[src/lwake_defs.svh]
// register offsets, field positions and reset values of the wake-up unit
// assumes inclusion by bare name from lwake_pin_det, lwake_top and the testbench
`ifndef LWAKE_DEFS_SVH
`define LWAKE_DEFS_SVH
// ****************************************
// register byte offsets (low address bits)
// ****************************************
`define LWAKE_OFS_EDGE   8'h00
`define LWAKE_OFS_MODEN  8'h04
`define LWAKE_OFS_FILT   8'h08
`define LWAKE_OFS_PFLAG  8'h0C
`define LWAKE_OFS_MFLAG  8'h10
`define LWAKE_OFS_PWR    8'h14
`define LWAKE_OFS_ISTAT  8'h18
`define LWAKE_OFS_IMASK  8'h1C
// ****************************************
// fields and reset values
// ****************************************
`define LWAKE_PWR_ACK    0
`define LWAKE_PWR_HOLD   1
`define LWAKE_PWR_ACT    2
`define LWAKE_IRQ_PIN    0
`define LWAKE_IRQ_MOD    1
`define LWAKE_IRQ_EXIT   2
`define LWAKE_MOD_VALID  8'hB3
`define LWAKE_RST_EDGE   32'h0000_0000
`define LWAKE_RST_MODEN  8'h00
`define LWAKE_RST_FILT   16'h0000
`define LWAKE_RST_IMASK  3'h0
`define LWAKE_FILT_LEN   3
`endif

[src/lwake_pkg.sv]
// types shared by the wake-up unit modules
// assumes lwake_defs.svh is on the include path
package lwake_pkg;
  typedef enum logic [2:0] {
    LWAKE_RUN,
    LWAKE_LLS,
    LWAKE_RAM_RETAINING_LEAKAGE_STOP,
    LWAKE_VLLS1,
    LWAKE_DEEPEST_LEAKAGE_STOP
  } lwake_mode_t;

  typedef struct packed {
    logic        hsel;
    logic [31:0] haddr;
    logic [1:0]  htrans;
    logic        hwrite;
    logic [2:0]  hsize;
    logic        hready;
    logic [31:0] hwdata;
  } lwake_ahb_req_t;

  typedef struct packed {
    logic [31:0] edge_sel;
    logic [7:0]  mod_en;
    logic [15:0] filt_en;
    logic [2:0]  irq_mask;
    logic        io_hold;
    logic        dph_wr;
    logic [7:0]  dph_ofs;
    logic [31:0] rdata;
  } lwake_state_t;

  typedef struct packed {
    logic        filt_val;
    logic [3:0]  filt_cnt;
    logic        prev;
  } lwake_pin_t;
endpackage

[src/lwake_flags.sv]
// sticky flag bank: set by hardware, cleared by writing one
// assumes set and clear are one-cycle requests on hclk
`timescale 1ns/1ps
module lwake_flags #(
  parameter int W = 8
) (
  input  wire logic         hclk,
  input  wire logic         hresetn,
  input  wire logic [W-1:0] set,
  input  wire logic [W-1:0] clr,
  output logic      [W-1:0] flags
);
  logic [W-1:0] next_flags;

  // set wins over a clear in the same cycle so no event is lost
  always_comb begin
    next_flags = (flags & ~clr) | set;
  end

  always_ff @(posedge hclk or negedge hresetn) begin
    if (!hresetn) begin
      flags <= '0;
    end else begin
      flags <= next_flags;
    end
  end
endmodule

[src/lwake_pin_det.sv]
// one wake pin: optional digital filter and edge detector
// assumes the pin is synchronous to hclk
`timescale 1ns/1ps
`include "lwake_defs.svh"
module lwake_pin_det #(
  parameter int FILT_LEN = `LWAKE_FILT_LEN
) (
  input  wire logic       hclk,
  input  wire logic       hresetn,
  input  wire logic       pin,
  input  wire logic       active,
  input  wire logic [1:0] edge_sel,
  input  wire logic       filt_on,
  output logic            hit
);
  lwake_pkg::lwake_pin_t st;
  lwake_pkg::lwake_pin_t next_st;
  logic                  level;

  // filter needs FILT_LEN stable cycles before the level moves
  assign level = filt_on ? st.filt_val : pin;
  // edge_sel: 01 rising, 10 falling, 11 either, 00 disabled
  assign hit = active & ((edge_sel[0] & level & ~st.prev) |
                         (edge_sel[1] & ~level & st.prev));

  always_comb begin
    next_st = st;
    next_st.prev = level;
    if (pin != st.filt_val) begin
      if (st.filt_cnt == 4'(FILT_LEN - 1)) begin
        next_st.filt_val = pin;
        next_st.filt_cnt = 4'h0;
      end else begin
        next_st.filt_cnt = st.filt_cnt + 4'h1;
      end
    end else begin
      next_st.filt_cnt = 4'h0;
    end
  end

  always_ff @(posedge hclk or negedge hresetn) begin
    if (!hresetn) begin
      st <= '0;
    end else begin
      st <= next_st;
    end
  end
endmodule

[src/lwake_top.sv]
// low-leakage wake-up unit with AHB-Lite register slave
// assumes power_mode comes from the power mode controller on hclk
//
// How it works
// - detection runs while the chip sits in a low-leakage stop mode or while io_hold is set.
// - on leaving the shallow leakage stop the unit goes static at once.
// - after a very-low-leakage recovery detection goes on until ack.
// - sixteen pins and eight module inputs each have their own enable.
// - each pin triggers on falling, rising or either edge.
// - an input counts only when enabled and in a low-leakage mode or under io_hold.
// - pin filters are optional and bypassed in the deepest stop.
// - a wake from the shallow leakage stop exits through an interrupt.
// - module inputs 0,1,4,5,7 are used and 2,3,6 are reserved.
// - a pin flag clears on a written one and ignores a written zero.
// - stop modes exit only on a wake, the nmi pin or the reset pin.
// - any exit from a very-low-leakage stop goes through reset.
// - pins stay latched after such recovery until software releases.
// - RAM is kept in run, the shallow leakage stop and the ram-retaining very-low-leakage stop.
`timescale 1ns/1ps
`include "lwake_defs.svh"
module lwake_top #(
  parameter int NPIN     = 16,
  parameter int NMOD     = 8,
  parameter int FILT_LEN = `LWAKE_FILT_LEN
) (
  input  wire logic                   hclk,
  input  wire logic                   hresetn,
  input  wire logic                   hsel,
  input  wire logic [31:0]            haddr,
  input  wire logic [1:0]             htrans,
  input  wire logic                   hwrite,
  input  wire logic [2:0]             hsize,
  input  wire logic                   hready,
  input  wire logic [31:0]            hwdata,
  output logic      [31:0]            hrdata,
  output logic                        hreadyout,
  output logic                        hresp,
  input  wire lwake_pkg::lwake_mode_t power_mode,
  input  wire logic [NPIN-1:0]        wake_pin_in,
  input  wire logic [NMOD-1:0]        module_wake_in,
  input  wire logic                   nmi_pin,
  input  wire logic                   reset_pin,
  output logic                        exit_interrupt,
  output logic                        exit_reset,
  output logic                        io_hold,
  output logic                        ram_retain,
  output logic                        irq
);
  // ****************************************
  // state and bus decode
  // ****************************************
  lwake_pkg::lwake_ahb_req_t req;
  lwake_pkg::lwake_state_t   st;
  lwake_pkg::lwake_state_t   next_st;
  logic            in_lls;
  logic            in_very_low_leakage_stop_mode;
  logic            in_stop;
  logic            det_active;
  logic            addr_ok;
  logic            aph;
  logic            wr_now;
  logic            ack_wr;
  logic [NPIN-1:0] pin_hit;
  logic [NPIN-1:0] pin_clr;
  logic [NPIN-1:0] pin_flag;
  logic [NPIN-1:0] filt_eff;
  logic [NMOD-1:0] mod_set;
  logic [NMOD-1:0] mod_clr;
  logic [NMOD-1:0] mod_flag;
  logic [2:0]      irq_set;
  logic [2:0]      irq_clr;
  logic [2:0]      irq_stat;
  logic            wake_any;

  assign req = '{hsel, haddr, htrans, hwrite, hsize, hready, hwdata};
  // zero wait state slave, always OKAY
  assign hreadyout = 1'b1;
  assign hresp     = 1'b0;
  assign hrdata    = st.rdata;
  assign aph       = req.hsel & req.htrans[1] & req.hready;
  assign addr_ok   = (req.haddr[31:8] == 24'h00_0000) &
                     (req.haddr[1:0] == 2'b00);
  assign wr_now    = st.dph_wr;

  // ****************************************
  // power mode view
  // ****************************************
  assign in_lls  = (power_mode == lwake_pkg::LWAKE_LLS);
  assign in_very_low_leakage_stop_mode = (power_mode == lwake_pkg::LWAKE_RAM_RETAINING_LEAKAGE_STOP) |
                   (power_mode == lwake_pkg::LWAKE_VLLS1) |
                   (power_mode == lwake_pkg::LWAKE_DEEPEST_LEAKAGE_STOP);
  assign in_stop = in_lls | in_very_low_leakage_stop_mode;
  // after a shallow stop nothing keeps it alive, after a deep one the
  // hold does
  assign det_active = in_stop | st.io_hold;
  assign io_hold    = st.io_hold;
  assign ram_retain = ~((power_mode == lwake_pkg::LWAKE_VLLS1) |
                        (power_mode == lwake_pkg::LWAKE_DEEPEST_LEAKAGE_STOP));
  assign ack_wr = wr_now & (st.dph_ofs == `LWAKE_OFS_PWR) &
                  req.hwdata[`LWAKE_PWR_ACK];

  // ****************************************
  // wake sources
  // ****************************************
  // filters drop out in the deepest stop where their clock is gone
  assign filt_eff = (power_mode == lwake_pkg::LWAKE_DEEPEST_LEAKAGE_STOP) ?
                    '0 : st.filt_en;

  genvar gi;
  generate
    for (gi = 0; gi < NPIN; gi++) begin : g_pin
      lwake_pin_det #(
        .FILT_LEN (FILT_LEN)
      ) u_pin (
        .hclk     (hclk),
        .hresetn  (hresetn),
        .pin      (wake_pin_in[gi]),
        .active   (det_active),
        .edge_sel (st.edge_sel[2*gi +: 2]),
        .filt_on  (filt_eff[gi]),
        .hit      (pin_hit[gi])
      );
    end
  endgenerate

  assign mod_set = module_wake_in & st.mod_en &
                   {NMOD{det_active}};
  assign pin_clr = (wr_now & (st.dph_ofs == `LWAKE_OFS_PFLAG)) ?
                   req.hwdata[NPIN-1:0] : '0;
  assign mod_clr = (wr_now & (st.dph_ofs == `LWAKE_OFS_MFLAG)) ?
                   req.hwdata[NMOD-1:0] : '0;

  lwake_flags #(
    .W (NPIN)
  ) u_pin_flags (
    .hclk    (hclk),
    .hresetn (hresetn),
    .set     (pin_hit),
    .clr     (pin_clr),
    .flags   (pin_flag)
  );

  lwake_flags #(
    .W (NMOD)
  ) u_mod_flags (
    .hclk    (hclk),
    .hresetn (hresetn),
    .set     (mod_set),
    .clr     (mod_clr),
    .flags   (mod_flag)
  );

  // ****************************************
  // exit paths
  // ****************************************
  assign wake_any = (|pin_flag) | (|mod_flag);
  assign exit_interrupt = in_lls & ~reset_pin &
                          (wake_any | nmi_pin);
  assign exit_reset = (in_lls & reset_pin) |
                      (in_very_low_leakage_stop_mode & (wake_any | nmi_pin |
                                  reset_pin));

  // ****************************************
  // interrupt status and mask
  // ****************************************
  assign irq_set = {exit_interrupt | exit_reset, |mod_set, |pin_hit};
  assign irq_clr = (wr_now & (st.dph_ofs == `LWAKE_OFS_ISTAT)) ?
                   req.hwdata[2:0] : 3'h0;

  lwake_flags #(
    .W (3)
  ) u_irq_flags (
    .hclk    (hclk),
    .hresetn (hresetn),
    .set     (irq_set),
    .clr     (irq_clr),
    .flags   (irq_stat)
  );

  assign irq = |(irq_stat & st.irq_mask);

  // ****************************************
  // register file
  // ****************************************
  always_comb begin
    next_st = st;
    next_st.dph_wr = aph & req.hwrite & addr_ok;
    if (aph) begin
      next_st.dph_ofs = req.haddr[7:0];
    end
    // hold is taken on deep entry, dropped only by the ack write
    if (in_very_low_leakage_stop_mode) begin
      next_st.io_hold = 1'b1;
    end else if (ack_wr) begin
      next_st.io_hold = 1'b0;
    end
    if (wr_now) begin
      if (st.dph_ofs == `LWAKE_OFS_EDGE) begin
        next_st.edge_sel = req.hwdata;
      end else if (st.dph_ofs == `LWAKE_OFS_MODEN) begin
        next_st.mod_en = req.hwdata[7:0] & `LWAKE_MOD_VALID;
      end else if (st.dph_ofs == `LWAKE_OFS_FILT) begin
        next_st.filt_en = req.hwdata[15:0];
      end else if (st.dph_ofs == `LWAKE_OFS_IMASK) begin
        next_st.irq_mask = req.hwdata[2:0];
      end
    end
    // read data is fetched in the address phase; a read right after a
    // write to the same word sees the old value
    next_st.rdata = 32'h0000_0000;
    if (aph & ~req.hwrite & addr_ok) begin
      if (req.haddr[7:0] == `LWAKE_OFS_EDGE) begin
        next_st.rdata = st.edge_sel;
      end else if (req.haddr[7:0] == `LWAKE_OFS_MODEN) begin
        next_st.rdata = {24'h00_0000, st.mod_en};
      end else if (req.haddr[7:0] == `LWAKE_OFS_FILT) begin
        next_st.rdata = {16'h0000, st.filt_en};
      end else if (req.haddr[7:0] == `LWAKE_OFS_PFLAG) begin
        next_st.rdata = {16'h0000, pin_flag};
      end else if (req.haddr[7:0] == `LWAKE_OFS_MFLAG) begin
        next_st.rdata = {24'h00_0000, mod_flag};
      end else if (req.haddr[7:0] == `LWAKE_OFS_PWR) begin
        next_st.rdata[`LWAKE_PWR_HOLD] = st.io_hold;
        next_st.rdata[`LWAKE_PWR_ACT]  = det_active;
      end else if (req.haddr[7:0] == `LWAKE_OFS_ISTAT) begin
        next_st.rdata = {29'h0000_0000, irq_stat};
      end else if (req.haddr[7:0] == `LWAKE_OFS_IMASK) begin
        next_st.rdata = {29'h0000_0000, st.irq_mask};
      end
    end
  end

  always_ff @(posedge hclk or negedge hresetn) begin
    if (!hresetn) begin
      st          <= '0;
      st.edge_sel <= `LWAKE_RST_EDGE;
      st.mod_en   <= `LWAKE_RST_MODEN;
      st.filt_en  <= `LWAKE_RST_FILT;
      st.irq_mask <= `LWAKE_RST_IMASK;
    end else begin
      st <= next_st;
    end
  end

  // ****************************************
  // checks
  // ****************************************
  idle_no_flag_a: assert property (
    @(posedge hclk) disable iff (!hresetn)
    !det_active |=> ((pin_flag & ~$past(pin_flag)) == '0))
    else $error("pin flag set while unit inactive");

  shallow_static_a: assert property (
    @(posedge hclk) disable iff (!hresetn)
    (power_mode == lwake_pkg::LWAKE_RUN) && !st.io_hold |-> !det_active)
    else $error("unit active after shallow recovery");

  hold_until_ack_a: assert property (
    @(posedge hclk) disable iff (!hresetn)
    st.io_hold && !ack_wr |=> st.io_hold)
    else $error("hold dropped without ack");

  deep_sets_hold_a: assert property (
    @(posedge hclk) disable iff (!hresetn)
    in_very_low_leakage_stop_mode |=> io_hold)
    else $error("pins not held after deep stop");

  mod_gated_a: assert property (
    @(posedge hclk) disable iff (!hresetn)
    ((mod_flag & ~$past(mod_flag)) != '0) |->
      $past(det_active) && (($past(st.mod_en) & mod_flag) != '0))
    else $error("module flag set without enable or activity");

  filt_bypass_a: assert property (
    @(posedge hclk) disable iff (!hresetn)
    (power_mode == lwake_pkg::LWAKE_DEEPEST_LEAKAGE_STOP) |-> (filt_eff == '0))
    else $error("filter active in deepest stop");

  shallow_irq_a: assert property (
    @(posedge hclk) disable iff (!hresetn)
    in_lls && wake_any && !reset_pin |-> exit_interrupt && !exit_reset)
    else $error("shallow wake did not take interrupt path");

  reserved_off_a: assert property (
    @(posedge hclk) disable iff (!hresetn)
    (st.mod_en & ~`LWAKE_MOD_VALID) == 8'h00)
    else $error("reserved module input enabled");

  flag_keep_a: assert property (
    @(posedge hclk) disable iff (!hresetn)
    (pin_clr == '0) |=> ((pin_flag & $past(pin_flag)) == $past(pin_flag)))
    else $error("pin flag lost without a written one");

  run_no_exit_a: assert property (
    @(posedge hclk) disable iff (!hresetn)
    !in_stop |-> !exit_interrupt && !exit_reset)
    else $error("exit raised outside stop modes");

  deep_via_reset_a: assert property (
    @(posedge hclk) disable iff (!hresetn)
    in_very_low_leakage_stop_mode && (wake_any || nmi_pin) |-> exit_reset && !exit_interrupt)
    else $error("deep exit not through reset");

  ram_keep_a: assert property (
    @(posedge hclk) disable iff (!hresetn)
    ram_retain == !(power_mode == lwake_pkg::LWAKE_VLLS1 ||
                    power_mode == lwake_pkg::LWAKE_DEEPEST_LEAKAGE_STOP))
    else $error("ram retention wrong for mode");

  hit_sets_flag_a: assert property (
    @(posedge hclk) disable iff (!hresetn)
    (pin_hit != '0) |=> ((pin_flag & $past(pin_hit)) == $past(pin_hit)))
    else $error("pin event did not set its flag");
endmodule

[config.mk]
export PLATFORM = sky130hd
export DESIGN_NAME = lwake_top
export DESIGN_NICKNAME = d
export VERILOG_FILES = /design/src/lwake_pkg.sv /design/src/lwake_flags.sv /design/src/lwake_pin_det.sv /design/src/lwake_top.sv
export VERILOG_INCLUDE_DIRS = /design/src
export SDC_FILE = /design/constraint.sdc
export NUM_CORES = 1
export LEC_CHECK = 0
export ABC_CLOCK_PERIOD_IN_PS = 2250
export BUFFER_PORTS_ARGS = -buffer_cell sky130_fd_sc_hd__buf_2
export CAP_MARGIN = 25
export CORE_ASPECT_RATIO = 1.2
export CORE_MARGIN = 3
export CORE_UTILIZATION = 50
export CTS_CLUSTER_DIAMETER = 100
export DETAILED_ROUTE_END_ITERATION = 8
export PLACE_DENSITY = 0.71
export SLEW_MARGIN = 10
export SYNTH_ARGS = -nofsm -noshare
export SYNTH_HDL_FRONTEND = slang
export SYNTH_SLANG_ARGS = --single-unit
[constraint.sdc]
create_clock -name hclk -period 2.25 [get_ports hclk]
set_input_delay 0.3375 -clock hclk [delete_from_list [all_inputs] [get_ports hclk]]
set_output_delay 0.3375 -clock hclk [all_outputs]
set_load 0.05 [all_outputs]
* Yosys cells after proc, flatten, opt, wreduce, memory -nomap -nowiden *
Index checks and enable logic that the tools add are counted.

word-level totals
  bits in registers = 221
  bits of input ports = 103
  output and inout bits = 39
  logic and storage cells = 392

cells by class
  add/sub/neg operators = 16
  eq/ne operators = 50
  mux-type cells = 65
  bitwise gates (word level) = 172
  reductions and logical operators = 30

operators by type and width
  cell                   number
  $mux W32               7
  $mux W4                32
  $and A1 B1 Y1          96
  $add A4 B1 Y4 const B  16
  $eq A4 B2 Y1 const B   16
  $eq A8 B5 Y1 const B   8
  $not A1 Y1             38
  $reduce_and A2 Y1      17
  $eq A8 B4 Y1 const B   4
  $mux W16               2
  $reduce_or A16 Y1      2
  $mux W29               1
  $or A1 B1 Y1           26
  $and A8 B8 Y8          3
  $logic_not A24 Y1      1
  $mux W1                19
  $and A16 B16 Y16       1
  $eq A8 B3 Y1 const B   2
  $logic_not A8 Y1       2
  $ne A1 B1 Y1           16
  $not A16 Y16           1
  $or A16 B16 Y16        1
  $reduce_or A8 Y1       2
  $mux W8                1
  16 further kinds       19

* Depth between registers and ports, before layout *
  depth after elaboration = 12
  mapped depth = 8
  depth with buffers taken out = 6

* Modules after synthesis *
From an unflattened synthesis, not the netlist that was laid out.

unflattened totals
  cells, all modules = 956
  area, all modules = 10742.8 sq um

modules (own cells, without submodules)
  module                      instances  cells an instance  area each (sq um)  seq. area each (sq um)
  lwake_top                   1          459                5078.6             2452.4
  lwake_pin_det               16         26                 292.8              150.1
  lwake_flags at u_pin_flags  1          48                 580.6              400.4
  lwake_flags at u_mod_flags  1          24                 290.3              200.2
  lwake_flags at u_irq_flags  1          9                  108.9              75.1

* Worst setup path after synthesis *
Ideal clock, no wire load.

  kind = input to output
  from = input port power_mode[0]
  to = output port exit_interrupt
  data arrival time = 2.384 ns
  data required time = 1.913 ns
  path slack = -0.472 ns
  stages on the path = 3
  path buffers = 1
  cells stage by stage = clkbuf_1 > nor2b_1 > nor4b_1

between the ends
  word-level cells in the longest chain between the ends = 3

RTL lines
  item                         line              text
  from (decl)                  lwake_top.sv:38   input wire lwake_pkg::lwake_mode_t power_mode,
  $eq A3 B1 Y1                 lwake_top.sv:88   assign in_lls = (power_mode == lwake_pkg::LWAKE_LLS);
  $and A1 B1 Y1 (2 in series)  lwake_top.sv:157  assign exit_interrupt = in_lls & ~reset_pin &
  to (decl)                    lwake_top.sv:43   output logic exit_interrupt,

No other way between the ends.

* Worst setup path in the final report *
  from = register u_pin_flags.flags[11]
  to = output port exit_interrupt

between the ends
  word-level cells in the longest chain between the ends = 4

RTL lines
  item                    line               text
  from (decl)             lwake_flags.sv:11  output logic [W-1:0] flags
  from (signal assigned)  lwake_flags.sv:24  flags <= next_flags;
  $reduce_or A16 Y1       lwake_top.sv:156   assign wake_any = (|pin_flag) | (|mod_flag);
  $or A1 B1 Y1            lwake_top.sv:156
  $or A1 B1 Y1            lwake_top.sv:158   (wake_any | nmi_pin);
  $and A1 B1 Y1           lwake_top.sv:157

No other way between the ends.

==> impl_metrics.env <==
export IMPL_routabilityCongestion=0.911
export IMPL_wl_per_cell_um=18.5
export IMPL_r2r_end="u_irq_flags.flags[0]"
export IMPL_die_x_um=138
export IMPL_finalClockSkew_ns=0.0115
export IMPL_finalCriticalPeriod_ns=2.40
export IMPL_pin_count=142
export IMPL_crit_path_end_kind="output port"
export IMPL_drc_errors=0
export IMPL_critPathBufInv=3
export IMPL_max_freq_mhz=417
export IMPL_antenna_cells=0
export IMPL_hold_viol=0
export IMPL_cts_tree="done"
export IMPL_async_flop_share_pct=100
export IMPL_synth_main_ff_cell="dfrtp_1"
export IMPL_crit_cells=7
export IMPL_max_vdd_ir_drop_v=0.000870
export IMPL_avgSynthCellArea_um2=10.9
export IMPL_slew_headroom_pct=60.4
export IMPL_rsz0062_at_grt="yes"
export IMPL_cp_required_ns=1.91
export IMPL_num_vias=7787
export IMPL_clockBufferDepth=3
export IMPL_setup_viol=2
export IMPL_p_leak_nw=5.96
export IMPL_post_place_cells=1352
export IMPL_synth_warnings=0
export IMPL_path_common_cell="buf_4"
export IMPL_worstSetupStartpointType="flip-flop"
export IMPL_synth_area_mm2=0.0105
export IMPL_syn_nets=1094
export IMPL_synth_common_cells="221 x dfrtp_1, 114 x nor2_1, 104 x nand2_1"
export IMPL_synth_ff_latch_count=221
export IMPL_reg2reg_from="st[37]"
export IMPL_viasPerCell=5.56
export IMPL_netlist_instances=963
export IMPL_rows=57
export IMPL_synth_top_area_share_pct=52.7
export IMPL_yosysMostFrequentCell="dfrtp_1"
export IMPL_synth_largest_area_cell="dfrtp_1"
export IMPL_max_slew_worst_pin_slew_ns=0.589
export IMPL_seq_area_frac_synth_pct=52.7
export IMPL_worstPathMaxFanout=3
export IMPL_firstDrtPassIters=7
export IMPL_multi_input_area_mm2=0.00454
export IMPL_slew_viol_final=0
export IMPL_cp_endpoint="exit_interrupt"
export IMPL_status="complete, but fails checks"
export IMPL_die_area_mm2=0.0228
export IMPL_path_clk_slew_ns=0.06
export IMPL_dieHeight_um=165
export IMPL_ff2ff_path_depth=5
export IMPL_clkLatencyLatePin_ns=0.51
export IMPL_path_delay_family="simple AND/OR/NAND/NOR gates"
export IMPL_critPathSlowestCell="dfrtp_1"
export IMPL_max_stage_delay_ns=0.41
export IMPL_drt_total_wl_mm=25.9
export IMPL_first_global_vias=7815
export IMPL_violations="negative setup slack"
export IMPL_hold_path_class="input port to flip-flop"
export IMPL_maxCapViolations=0
export IMPL_tns_ns=-0.278
export IMPL_rrSetupSlack_ns=0.13
export IMPL_antenna_found_initial=1
export IMPL_overflow=0
export IMPL_total_power_mw=10.7
export IMPL_synth_edf_count=0
export IMPL_ant_nets=0
export IMPL_netlist_top_cells_area="dfrtp_1 53%, mux2_2 8.7%, nor2_1 4.1%, nand2_1 3.7%, ha_1 3.3%"
export IMPL_initial_core_util_pct=51.3
export IMPL_instances_no_fill=1400
export IMPL_cts_sinks=221
export IMPL_final_fill_count=1660
export IMPL_cts_htree_levels=1
export IMPL_ff_latch_area_mm2=0.00553
export IMPL_coreArea_mm2=0.0205
export IMPL_place_ws_ns=-0.155
export IMPL_hpwl_mm=18.4
export IMPL_power_per_cell_area_mw_per_mm2=854
export IMPL_drt_iter0_markers=549
export IMPL_finalCritPeriodShare_pct=107
export IMPL_root_buffer="clkbuf_16"
export IMPL_grt_pass1_wl_mm=41.1
export IMPL_area_growth_pct=19.3
export IMPL_setup_ws_ns=-0.149
export IMPL_arrival_ns=2.06
export IMPL_track_usage_pct=22.4
export IMPL_cts_buffers=23
export IMPL_drive_gt1_share_pct=29.3
export IMPL_cp_startpoint="u_pin_flags.flags[11]"
export IMPL_synth_cell_types=56
export IMPL_nets=1250
export IMPL_crit_chain="nor4_1 -> buf_4 -> nand4_1 -> buf_4 -> nor2_4 -> nor4b_2 -> buf_4"
export IMPL_grt_start_max_net_pins=70
export IMPL_crit_type="flip-flop to output port"
export IMPL_io_buffers=132
kinds of logic (layout without fill, tap and decap cells):
| family | after synthesis | count (layout) | share of synthesized area (%) |
|---|---|---|---|
| adder cells (fa/ha/maj) | 28 | 28 | 3.34 |
| flip-flops | 221 | 221 | 52.7 |
| other | 2 | 2 | 0.0716 |
| AND/OR/NAND/NOR | 353 | 353 | 16.2 |
| multiplexers | 110 | 110 | 11.5 |
| XOR/XNOR | 49 | 49 | 4.09 |
| AO/OA/AOI/OAI | 104 | 104 | 7.46 |
| buffers and inverters | 96 | 268 | 4.67 |
how the worst min path moves through the flow:
stage	from	endpoint	slack [ns]	cells after the start
after CTS	hwdata[25]	st[94]	0.04	2
after detailed placement	hresetn	g_pin[11].u_pin.st[3]	0.34	1
final	hwdata[25]	st[94]	0.05	2
after floorplan	hresetn	g_pin[0].u_pin.st[0]	0.04	0
after global placement	hresetn	g_pin[11].u_pin.st[3]	0.34	1
after global routing	hwdata[21]	st[90]	0.04	2
layer usage:
metal  vias up  track usage [%]  wire (µm)
met2       265             38.0      12500
met5         -                0         11
met4         2             7.46        760
met3        57             4.00       1660
met1      3826             29.3      10900
li1       3637                -          -
worst register-to-register path: cells and delay by family (launching register included):
| family | cells | cell delay [ns] |
|---|---|---|
| flops | 1 | 0.40 |
| simple gates | 4 | 1.21 |
| compound gates | 1 | 0.39 |
final cells by class:
cell class,count,area share [%]
tap,265,2.65
clock inverter,12,1.15
multi-input combinational,646,36.2
inverter,32,0.959
timing repair buffer,195,9.72
sequential,221,44.2
clock buffer,29,5.10
layout by cell type (no fill, tap or decap), drive strengths merged, types with 7 or more instances in the layout:
master and instances:
nand4 7, a211oi 12, nand2 104, nand3 29, and3 20, nor4 17, o21ai 11, a311o 7
clkbuf 29, a21boi 7, mux2i 29, xor2 32, xnor2 17, nor3 10, ha 28, a2111oi 9
a21oi 21, buf 194, dfrtp 221, mux2 81, inv 33, nor2b 14, nor2 114, nor4bb 7
state kept, by name, summed over array words and instances (netlist names):
register / count
g_pin.u_pin.st: 96
hrdata: 32
io_hold: 1
st: 64
u_irq_flags.flags: 3
u_mod_flags.flags: 8
u_pin_flags.flags: 16
wr_now: 1
what timing repair did:
item / CTS / global route
buffers inserted: 4 / 2
resized for setup: 4 / 7
hold buffers: 1 / 0
hold endpoints to repair: 63 / 0
endpoints found under the setup margin: 2 / 3
pin swaps: 5 / 6
metrics by stage:
| stage | hold WS [ns] | cell area [µm²] | utilization (%) |
|---|---|---|---|
| CTS | 0.0405 | 12500 | 61.0 |
| global route | 0.0430 | 12500 | 61.2 |
| finish | 0.0537 | 12500 | 61.2 |
| global placement | 0.338 | 11600 | 56.9 |
| floorplan | 0.0419 | 10500 | - |
| detailed placement | 0.342 | 11600 | 56.9 |
report_power, final:
group	internal, mW	switching, mW	total (mW)	leakage [nW]
Sequential	4.50	0.510	5.01	2.74
Clock	2.35	1.58	3.93	0.385
Combinational	0.804	0.951	1.75	2.83
Note: power is estimated with default switching activity, not from simulation.
